## src/core/abu_map.vh

```
// register map, field positions and reset values of the address breakpoint unit
`ifndef ABU_MAP_VH
`define ABU_MAP_VH
`define ABU_OFF_CTRL 12'h000
`define ABU_OFF_ADDR_HI 12'h004
`define ABU_OFF_ADDR_LO 12'h008
`define ABU_OFF_AUX 12'h00c
`define ABU_OFF_WAIT_STAT 12'h010
`define ABU_OFF_FLAG_CTRL 12'h014
`define ABU_OFF_IRQ_STAT 12'h018
`define ABU_OFF_IRQ_CLR 12'h01c
`define ABU_OFF_IRQ_EN 12'h020
`define ABU_BIT_MATCH_EN 7
`define ABU_BIT_ACTIVE 6
`define ABU_BIT_WDOG_HOLD 0
`define ABU_BIT_WAIT_EXIT 1
`define ABU_BIT_FLAG_CLR 7
`define ABU_IRQ_MATCH 0
`define ABU_IRQ_SOFT 1
`define ABU_IRQ_W 2
`define ABU_BYTE_RST 8'h00
`define ABU_IRQ_RST 2'h0
`define ABU_WORD_ZERO 32'h00000000
`endif

```

## src/core/abu_breakpoint.v

```verilog
// address breakpoint unit with APB register access and a level interrupt
// What this block does
// address-match breaks only while match enable bit 7 is set; write 0 or reset clears
// break-active sets when fetch address equals stored address with matching enabled
// writing 1 to break-active raises a break without any address match
// software clears break-active by writing 0 before leaving the routine
// break address held in high and low byte registers, reset to zero
// watchdog-hold bit keeps watchdog disabled during a break in monitor mode
// wait-exit flag reads 1 when a break ended wait mode, else 0
// software may read wait-exit flag and adjust the stacked return address
// other modules' flag clearing in break allowed only while clear-enable is 1
// timer counter halts while a break is in effect
// the unit stays enabled in wait and stop modes
// no address-match break while in wait or stop modes
// a break raises the breakpoint request toward system integration logic
// a match on an opcode fetch holds off that instruction until service completes
// a software break is taken just before the next instruction begins
// clearing active without changing the address gives no new break on that address
// only fetch addresses compare; request rises in the cycle after the match
// break-active stays set until written 0 or reset
`timescale 1ns/1ns
`include "abu_map.vh"
`default_nettype none
module abu_breakpoint (
  // clock, reset, enable
  input wire sys_clk_in,
  input wire rst_n_in,
  input wire clk_en_in,
  // apb slave
  input wire psel_in,
  input wire penable_in,
  input wire pwrite_in,
  input wire [11:0] paddr_in,
  input wire [31:0] pwdata_in,
  output reg [31:0] prdata_out,
  output reg pready_out,
  output reg pslverr_out,
  // cpu side
  input wire [15:0] fetch_addr_in,
  input wire fetch_valid_in,
  input wire insn_boundary_in,
  input wire low_power_in,
  input wire monitor_mode_in,
  input wire wait_exit_in,
  input wire break_end_in,
  // system integration side
  output reg breakpoint_request_out,
  output reg watchdog_hold_out,
  output reg timer_halt_out,
  output reg flag_clear_allow_out,
  output reg irq_out
);

  reg match_break_enable_r;
  reg break_active_flag_r;
  reg [7:0] addr_hi_r;
  reg [7:0] addr_lo_r;
  reg watchdog_hold_on_break_r;
  reg wait_exit_by_break_flag_r;
  reg flag_clear_in_break_enable_r;
  reg soft_pend_r;
  reg in_break_r;
  reg rearm_r;
  reg [`ABU_IRQ_W-1:0] irq_stat_r;
  reg [`ABU_IRQ_W-1:0] irq_en_r;
  reg [31:0] rdata_nxt;
  reg [`ABU_IRQ_W-1:0] irq_stat_nxt;

  wire wr_acc = psel_in & penable_in & pwrite_in & ~pready_out;
  wire rd_acc = psel_in & penable_in & ~pwrite_in & ~pready_out;
  wire wr_ctrl = wr_acc & (paddr_in == `ABU_OFF_CTRL);
  wire wr_hi = wr_acc & (paddr_in == `ABU_OFF_ADDR_HI);
  wire wr_lo = wr_acc & (paddr_in == `ABU_OFF_ADDR_LO);
  wire wr_aux = wr_acc & (paddr_in == `ABU_OFF_AUX);
  wire wr_flag = wr_acc & (paddr_in == `ABU_OFF_FLAG_CTRL);
  wire wr_irq_en = wr_acc & (paddr_in == `ABU_OFF_IRQ_EN);
  wire [15:0] brk_addr = {addr_hi_r, addr_lo_r};

  // match only on fetches, not in low power, only when armed
  wire addr_hit = match_break_enable_r & fetch_valid_in & ~low_power_in & rearm_r &
                  (fetch_addr_in == brk_addr);
  wire soft_set = wr_ctrl & pwdata_in[`ABU_BIT_ACTIVE];
  wire soft_take = soft_pend_r & insn_boundary_in;
  wire brk_evt = addr_hit | soft_take;
  // break state as the rest of the chip sees it, ending with the service return
  wire break_on = brk_evt | (in_break_r & ~break_end_in);

  reg [`ABU_IRQ_W-1:0] ev;
  always @* begin
    ev = {soft_take, addr_hit};
  end

  genvar gi;
  generate
    for (gi = 0; gi < `ABU_IRQ_W; gi = gi + 1) begin : g_irq
      // set wins over clear
      always @* begin
        irq_stat_nxt[gi] = ev[gi] | (irq_stat_r[gi] &
          ~(wr_acc && paddr_in == `ABU_OFF_IRQ_CLR && pwdata_in[gi]));
      end
    end
  endgenerate

  always @* begin
    rdata_nxt = `ABU_WORD_ZERO;
    case (paddr_in)
      `ABU_OFF_CTRL: begin
        rdata_nxt[`ABU_BIT_MATCH_EN] = match_break_enable_r;
        rdata_nxt[`ABU_BIT_ACTIVE] = break_active_flag_r;
      end
      `ABU_OFF_ADDR_HI: begin
        rdata_nxt[7:0] = addr_hi_r;
      end
      `ABU_OFF_ADDR_LO: begin
        rdata_nxt[7:0] = addr_lo_r;
      end
      `ABU_OFF_AUX: begin
        rdata_nxt[`ABU_BIT_WDOG_HOLD] = watchdog_hold_on_break_r;
      end
      `ABU_OFF_WAIT_STAT: begin
        rdata_nxt[`ABU_BIT_WAIT_EXIT] = wait_exit_by_break_flag_r;
      end
      `ABU_OFF_FLAG_CTRL: begin
        rdata_nxt[`ABU_BIT_FLAG_CLR] = flag_clear_in_break_enable_r;
      end
      `ABU_OFF_IRQ_STAT: begin
        rdata_nxt[`ABU_IRQ_W-1:0] = irq_stat_r;
      end
      `ABU_OFF_IRQ_EN: begin
        rdata_nxt[`ABU_IRQ_W-1:0] = irq_en_r;
      end
      default: rdata_nxt = `ABU_WORD_ZERO;
    endcase
  end

  wire known = (paddr_in == `ABU_OFF_CTRL) |
               (paddr_in == `ABU_OFF_ADDR_HI) |
               (paddr_in == `ABU_OFF_ADDR_LO) |
               (paddr_in == `ABU_OFF_AUX) |
               (paddr_in == `ABU_OFF_WAIT_STAT) |
               (paddr_in == `ABU_OFF_FLAG_CTRL) |
               (paddr_in == `ABU_OFF_IRQ_STAT) |
               (paddr_in == `ABU_OFF_IRQ_CLR) |
               (paddr_in == `ABU_OFF_IRQ_EN);

  // ready answers the first access cycle only, giving one wait state
  always @(posedge sys_clk_in) begin
    if (!rst_n_in) begin
      pready_out <= 1'b0;
    end else if (clk_en_in) begin
      pready_out <= psel_in & penable_in & ~pready_out;
    end
  end

  // unmapped offsets answer with an error and read as zero
  always @(posedge sys_clk_in) begin
    if (!rst_n_in) begin
      pslverr_out <= 1'b0;
    end else if (clk_en_in) begin
      pslverr_out <= psel_in & penable_in & ~pready_out & ~known;
    end
  end

  // read data stands until the next read
  always @(posedge sys_clk_in) begin
    if (!rst_n_in) begin
      prdata_out <= `ABU_WORD_ZERO;
    end else if (clk_en_in && rd_acc) begin
      prdata_out <= rdata_nxt;
    end
  end

  // the unit keeps running through wait and stop; only the clock enable freezes it
  always @(posedge sys_clk_in) begin
    if (!rst_n_in) begin
      match_break_enable_r <= 1'b0;
    end else if (clk_en_in && wr_ctrl) begin
      match_break_enable_r <= pwdata_in[`ABU_BIT_MATCH_EN];
    end
  end

  // breakpoint address, high byte and low byte
  always @(posedge sys_clk_in) begin
    if (!rst_n_in) begin
      addr_hi_r <= `ABU_BYTE_RST;
    end else if (clk_en_in && wr_hi) begin
      addr_hi_r <= pwdata_in[7:0];
    end
  end

  always @(posedge sys_clk_in) begin
    if (!rst_n_in) begin
      addr_lo_r <= `ABU_BYTE_RST;
    end else if (clk_en_in && wr_lo) begin
      addr_lo_r <= pwdata_in[7:0];
    end
  end

  always @(posedge sys_clk_in) begin
    if (!rst_n_in) begin
      watchdog_hold_on_break_r <= 1'b0;
    end else if (clk_en_in && wr_aux) begin
      watchdog_hold_on_break_r <= pwdata_in[`ABU_BIT_WDOG_HOLD];
    end
  end

  always @(posedge sys_clk_in) begin
    if (!rst_n_in) begin
      flag_clear_in_break_enable_r <= 1'b0;
    end else if (clk_en_in && wr_flag) begin
      flag_clear_in_break_enable_r <= pwdata_in[`ABU_BIT_FLAG_CLR];
    end
  end

  // hardware set wins over a software clear in the same cycle
  always @(posedge sys_clk_in) begin
    if (!rst_n_in) begin
      break_active_flag_r <= 1'b0;
    end else if (clk_en_in) begin
      if (brk_evt || soft_set) begin
        break_active_flag_r <= 1'b1;
      end else if (wr_ctrl && !pwdata_in[`ABU_BIT_ACTIVE]) begin
        break_active_flag_r <= 1'b0;
      end
    end
  end

  // a software break waits for the next instruction boundary
  always @(posedge sys_clk_in) begin
    if (!rst_n_in) begin
      soft_pend_r <= 1'b0;
    end else if (clk_en_in) begin
      if (soft_take) begin
        soft_pend_r <= 1'b0;
      end else if (soft_set) begin
        soft_pend_r <= 1'b1;
      end
    end
  end

  // disarm after a hit until the high or low address register is written
  always @(posedge sys_clk_in) begin
    if (!rst_n_in) begin
      rearm_r <= 1'b1;
    end else if (clk_en_in) begin
      if (addr_hit) begin
        rearm_r <= 1'b0;
      end else if (wr_hi || wr_lo) begin
        rearm_r <= 1'b1;
      end
    end
  end

  // break state lasts until the service return
  always @(posedge sys_clk_in) begin
    if (!rst_n_in) begin
      in_break_r <= 1'b0;
    end else if (clk_en_in) begin
      if (brk_evt) begin
        in_break_r <= 1'b1;
      end else if (break_end_in) begin
        in_break_r <= 1'b0;
      end
    end
  end

  // wait-exit cause is kept for the service routine and dropped on its return
  always @(posedge sys_clk_in) begin
    if (!rst_n_in) begin
      wait_exit_by_break_flag_r <= 1'b0;
    end else if (clk_en_in) begin
      if (brk_evt && wait_exit_in) begin
        wait_exit_by_break_flag_r <= 1'b1;
      end else if (break_end_in) begin
        wait_exit_by_break_flag_r <= 1'b0;
      end
    end
  end

  // request and timer halt rise one cycle after the event and drop after the return
  always @(posedge sys_clk_in) begin
    if (!rst_n_in) begin
      breakpoint_request_out <= 1'b0;
    end else if (clk_en_in) begin
      breakpoint_request_out <= break_on;
    end
  end

  always @(posedge sys_clk_in) begin
    if (!rst_n_in) begin
      timer_halt_out <= 1'b0;
    end else if (clk_en_in) begin
      timer_halt_out <= break_on;
    end
  end

  always @(posedge sys_clk_in) begin
    if (!rst_n_in) begin
      watchdog_hold_out <= 1'b0;
    end else if (clk_en_in) begin
      watchdog_hold_out <= watchdog_hold_on_break_r & monitor_mode_in & break_on;
    end
  end

  // other modules may clear flags outside a break, or inside one when allowed
  always @(posedge sys_clk_in) begin
    if (!rst_n_in) begin
      flag_clear_allow_out <= 1'b0;
    end else if (clk_en_in) begin
      flag_clear_allow_out <= flag_clear_in_break_enable_r | ~(brk_evt | in_break_r);
    end
  end

  // status takes the set-wins next value from the per-bit logic
  always @(posedge sys_clk_in) begin
    if (!rst_n_in) begin
      irq_stat_r <= `ABU_IRQ_RST;
    end else if (clk_en_in) begin
      irq_stat_r <= irq_stat_nxt;
    end
  end

  always @(posedge sys_clk_in) begin
    if (!rst_n_in) begin
      irq_en_r <= `ABU_IRQ_RST;
    end else if (clk_en_in && wr_irq_en) begin
      irq_en_r <= pwdata_in[`ABU_IRQ_W-1:0];
    end
  end

  // level interrupt follows the next status so it rises with the status bit
  always @(posedge sys_clk_in) begin
    if (!rst_n_in) begin
      irq_out <= 1'b0;
    end else if (clk_en_in) begin
      irq_out <= |(irq_stat_nxt & irq_en_r);
    end
  end

endmodule
`default_nettype wire

```

## config.mk

```make
export PLATFORM = sky130hd
export DESIGN_NAME = abu_breakpoint
export DESIGN_NICKNAME = d
export VERILOG_FILES = /design/src/core/abu_breakpoint.v
export VERILOG_INCLUDE_DIRS = /design/src /design/src/core
export SDC_FILE = /design/constraint.sdc
export NUM_CORES = 1
export LEC_CHECK = 0
export BUFFER_PORTS_ARGS = -buffer_cell sky130_fd_sc_hd__buf_2
export CORE_AREA = 2 2 70 72
export CTS_BUF_LIST = sky130_fd_sc_hd__clkbuf_8
export CTS_CLUSTER_SIZE = 10
export DETAILED_ROUTE_END_ITERATION = 10
export DIE_AREA = 0 0 72 74
export PLACE_DENSITY = 0.84
export SYNTH_ARGS = -nofsm -noshare
export SYNTH_HDL_FRONTEND = slang
export SYNTH_SLANG_ARGS = --single-unit
```

## constraint.sdc

```tcl
create_clock -name sys_clk_in -period 5.8 [get_ports sys_clk_in]
set_input_delay 1.16 -clock sys_clk_in [delete_from_list [all_inputs] [get_ports sys_clk_in]]
set_output_delay 1.16 -clock sys_clk_in [all_outputs]
set_load 0.02 [all_outputs]
```

* Word level (Yosys, flattened, before mapping) *
Cells that the tools add are included.

storage, ports and cells
  memories kept = 0
  output and inout bits = 39
  bits of input ports = 72
  bits in writable memories = 0
  register bits after elaboration = 42
  logic and storage cells = 116
  ROM bits = 0
  bits in latches = 0

cells by class
  div/mod/pow operators = 0
  $add $sub $neg = 0
  multiply operators = 0
  $lt $le $gt $ge = 0
  reductions and logical operators = 27
  bitwise operators = 47
  shifts and indexed selects = 0
  mux-type cells = 14
  equality and inequality tests = 9

operators by type and width
  cell                                            count
  == test 12 x 5 -> 1 bit, second input constant  4
  bitwise AND 1 bit                               24
  == test 12 x 4 -> 1 bit, second input constant  2
  == test 16 bit                                  1
  bitwise OR 1 bit                                14
  == test 12 x 3 -> 1 bit, second input constant  1
  == test 12 x 6 -> 1 bit, second input constant  1
  logical AND 1 bit                               12
  zero test 12 bit                                1
  one-hot mux 1 bit (5 select lines)              2
  AND reduction 2 bit                             5
  nonzero test 2 bit                              5
  2-to-1 mux 1 bit                                9
  NOT 1 bit                                       8
  one-hot mux 4 bit (2 select lines)              1
  one-hot mux 1 bit (4 select lines)              1
  one-hot mux 1 bit (3 select lines)              1
  bitwise AND 2 bit                               1
  logical OR 1 bit                                2
  OR reduction 2 bit                              1
  zero test 1 bit                                 1

* Longest topological paths before layout *
  depth in word-level cells = 11
  gate-level depth with buffers = 8
  depth with buffers taken out = 6

* Worst setup path before layout *
Ideal clock, no wire load.

  path kind = input to register
  start point = input port paddr_in[1]
  end point = register addr_lo_r[2]
  path buffers = 2
  stages = 8
  data required time = 5.672 ns
  arrival time = 2.655 ns
  path slack = 3.017 ns
  setup time = 0.128 ns
  cell sequence = or4_4 nor3_4 and3_1 buf_6 and2b_1 buf_6 mux2i_1 nor2_1

on the way
  longest elaborated chain between the ends = 3

ends and longest elaborated chain
  element                  RTL line              text
  from (decl)              abu_breakpoint.v:33   input wire [11:0] paddr_in,
  == test 12 x 4 -> 1 bit  -
  bitwise AND 1 bit        abu_breakpoint.v:73   wire wr_lo = wr_acc & (paddr_in == `ABU_OFF_ADDR_LO);
  logical AND 1 bit        abu_breakpoint.v:194  end else if (clk_en_in && wr_lo) begin
  to (signal assigned)     abu_breakpoint.v:193  addr_lo_r <= `ABU_BYTE_RST;
  to (signal assigned)     abu_breakpoint.v:195  addr_lo_r <= pwdata_in[7:0];
  to (decl)                abu_breakpoint.v:57   reg [7:0] addr_lo_r;

Every way passes these cells.
A chain may end at the register's enable or synchronous reset.

* Worst setup path in the final report *
  start point = input port paddr_in[9]
  end point = register addr_hi_r[0]

on the way
  longest elaborated chain between the ends = 3

ends and longest elaborated chain
  element                  RTL line              text
  == test 12 x 3 -> 1 bit  -
  bitwise AND 1 bit        abu_breakpoint.v:72   wire wr_hi = wr_acc & (paddr_in == `ABU_OFF_ADDR_HI);
  logical AND 1 bit        abu_breakpoint.v:186  end else if (clk_en_in && wr_hi) begin
  to (signal assigned)     abu_breakpoint.v:185  addr_hi_r <= `ABU_BYTE_RST;
  to (signal assigned)     abu_breakpoint.v:187  addr_hi_r <= pwdata_in[7:0];
  to (decl)                abu_breakpoint.v:56   reg [7:0] addr_hi_r;

Every way passes these cells.

==> PnR_summary.wiki <==
{| class="wikitable"
! Metric !! Value
|-
| Dominant cells by area after synthesis || dfxtp_1, mux2i_1, buf_4, nor2_1, xor2_1
|-
| DPL Wire Length || a little under 4 mm
|-
| Final sum of negative setup slack || 0 ns
|-
| Max-cap check violation count || 0
|-
| Power density normalized to cell area || roughly 210 nW/um^2
|-
| Reg2Reg Setup Slack || slightly below 4 ns
|-
| Setup repair after global routing missed its margin || false
|-
| Effective utilization at floorplan || 0.495
|-
| Cell type with the largest total area after synthesis || dfxtp_1
|-
| Data required time at the worst endpoint || roughly 6 ns
|-
| Slew at the pin closest to its max-slew limit || 1.03 ns
|-
| CTS tree || yes
|-
| Async SR Flop Fraction || 0
|-
| Number of top-level design ports || ~110
|-
| Die extent in x || just over 70 um
|-
| Sink Count || between 40 and 50
|-
| Largest net degree at the start of global routing || 34
|-
| Maximum achievable frequency || ~0.31 GHz
|-
| Count of flip-flops with a built-in enable after synthesis || 0
|-
| Count of warnings emitted by yosys || 0
|-
| Number of global-route vias before repair || around 1,900
|-
| Tot Pwr || roughly 0.00054 W
|-
| Share of Yosys cell area claimed by the top area cell type || 0.369
|-
| Iter 0 DRT Violations || between 150 and 200
|-
| TritonCTS Buffers || 5
|-
| Maximum cell stage delay along the critical path || between 0.5 and 0.6 ns
|-
| Cells resized by post-CTS repair || 0
|-
| Slowest stage cell, crit path || or4_4
|-
| DP Cell Count || 361
|-
| Number of standard-cell rows in the floorplan || 25
|-
| Min Tclk post-route || 3.20 ns
|-
| Element type at the critical path end || flip-flop
|-
| Final Cycle Share || 0.552
|-
| Clock Skew || around 0.0068 ns
|-
| Total inserted antenna cells || 0
|-
| Overall via count from detail_route || between 1,500 and 2,000
|-
| Global-route track usage on met2 || 0.336
|-
| CP max FO || 9
|-
| Global-route wire length before repair || between 8 and 9 mm
|-
| Floorplan Core Area || 4600 um^2
|-
| Final setup viols || 0
|-
| Post-Syn Area || about 2300 um^2
|-
| Htree depth || 2
|-
| Most instantiated flip-flop cell in the synthesis netlist || dfxtp_1
|-
| Vertical die dimension || approximately 74 um
|-
| Mean routed wirelength per cell || 14.0 um
|-
| Yosys cell types || 44
|-
| Antenna violations before repair || 0
|-
| Share of post-route cells with drive strength above 1 || 0.242
|-
| Grt met1 use || 0.271
|-
| Static power due to leakage || about 1.1 nW
|-
| Root Buffer Master || clkbuf_8
|-
| Per-cell via count in the routed design || about 5.4
|-
| Weighted congestion at the end of routability-driven global placement || 0.807
|-
| Grt total ovfl || 0
|-
| Die outline area || ~5300 um^2
|-
| DRC viols || 0
|-
| Number of buffers between clock root and the deepest sink || 2
|-
| Clock transition at path regs || ~0.08 ns
|-
| Layout-stage area growth over the synthesis result || 12.2%
|-
| Status || finished clean
|-
| Post-synthesis cell count || 259
|-
| Avg Cell Area, Syn || just under 9 um^2
|-
| Kind of launch point of the worst setup path || input pin
|-
| DRT Pass-1 Iters || 5
|-
| Clock latency reported for the late side of the worst-skew pair || 0.29 ns
|-
| Headroom to the max-slew limit || 0.310
|-
| Sequential element share of the synthesized area || 0.369
|-
| Tot GR Track Use || 0.204
|-
| Hold WC Path Type || flip-flop to flip-flop
|-
| Worst VDD drop || about 0.13 mV
|-
| Final net count || about 390
|-
| Arrival time of data at the critical path endpoint || between 3 and 4 ns
|-
| Critical path, cell by cell || buf_2 -> or4_4 -> nor3_4 -> and3_1 -> and2b_1 -> mux2i_1 -> nor2_1
|-
| CTS Hold Bufs || 0
|-
| Max-slew violations || 0
|-
| List of most frequent post-synthesis cells || dfxtp_1, nor2_1, buf_4
|-
| Kind of critical path || input pin to flip-flop
|-
| FF+latch count, synth || 42
|-
| Final cell count without fillers || 368
|-
| Met3 track demand over resource in global routing || 0.0379
|-
| Grt peak-use layer || met2
|-
| Number of nets with antenna violations after routing || 0
|-
| Number of buffers inserted by port buffering || 62
|-
| Routed wire length || 5.16 mm
|-
| Fin. Hold Viols || 0
|-
| Cell with the most instances after synthesis || dfxtp_1
|-
| Number of buffers inserted to repair setup after CTS || 0
|}
[flip-flops by register name, indices dropped and copies added, names as in the netlist, 2 cells and up]
signal      cells
addr_hi_r       8
irq_stat_r      2
irq_en_r        2
prdata_out      8
addr_lo_r       8
[final timing paths]
path,from,endpoint,cells past startpoint
worst max-delay path,paddr_in[9],addr_hi_r[0]$_SDFFE_PN0P_,7
worst min-delay path,pslverr_out$_SDFFE_PN0P_,pslverr_out$_SDFFE_PN0P_,2
worst max register to register,pready_out$_SDFFE_PN0P_,prdata_out[1]$_SDFFE_PN0P_,6
worst min register to register,pslverr_out$_SDFFE_PN0P_,pslverr_out$_SDFFE_PN0P_,2
[per-stage QoR]
| step | cell area [um^2] | hold WS, ns | util | setup WS [ns] |
|---|---|---|---|---|
| after floorplan | 2360 | 0.440 | - | 3.02 |
| after global placement | 2470 | 0.456 | 0.538 | 2.39 |
| after detailed placement | 2470 | 0.458 | 0.538 | 2.34 |
| after CTS | 2550 | 0.470 | 0.555 | 2.61 |
| after global routing | 2550 | 0.499 | 0.555 | 2.48 |
| final | 2550 | 0.468 | 0.555 | 2.60 |
[area by class of cell]
class	count	area, um^2
clock inverters	2	10.0
well taps	54	67.6
inverters	3	11.3
fillers	425	2040
clock buffers	5	68.8
repair buffers	62	310
multi-input cells	200	1240
flip-flops and latches	42	841
[worst max-delay path, delay by kind of cell]
family,cells,cell delay [ns]
simple gates,5,1.81
mux,1,0.26
buf+inv,1,0.11
[cell usage in the layout, fill, tap and decap left out, types with 2 or more instances in the layout]
cell type	n
dfxtp_1	42
nand3_1	10
and3_1	2
a22oi_1	7
buf_2	62
xor2_1	12
a21oi_1	13
o21ai_0	8
or4_4	2
clkinv_2	2
nand2_1	14
nor3_4	2
nand4_1	3
nor4_1	5
and2b_1	3
inv_1	3
xnor2_1	4
mux2_2	2
and4b_1	2
mux2i_1	21
nand2b_1	4
conb_1	24
a211oi_1	5
a31oi_1	5
nor3_1	4
clkbuf_8	5
nor2_1	31
nor2b_1	4
[layer usage]
layer | vias up | wire, um
li1 | 968 | -
met1 | 897 | 2340
met2 | 96 | 2410
met3 | 9 | 342
met4 | 0 | 68
met5 | - | 0
[cells by family after synthesis]
logic type | count (synthesis) | share of synthesized area
simple gates | 90 | 0.211
mux | 23 | 0.102
xor+xnor | 16 | 0.0616
other cells | 1 | 0.00165
compound gates | 47 | 0.132
flops | 42 | 0.369
buf+inv | 40 | 0.121
[report_power, final]
part / total, W / internal [W] / switching [W]
sequential: 0.000293 / 0.000291 / 0.00000142
clock: 0.000176 / 0.0000807 / 0.0000950
combinational: 0.0000666 / 0.0000218 / 0.0000448
No activity file was read; power rests on OpenSTA's default activity.
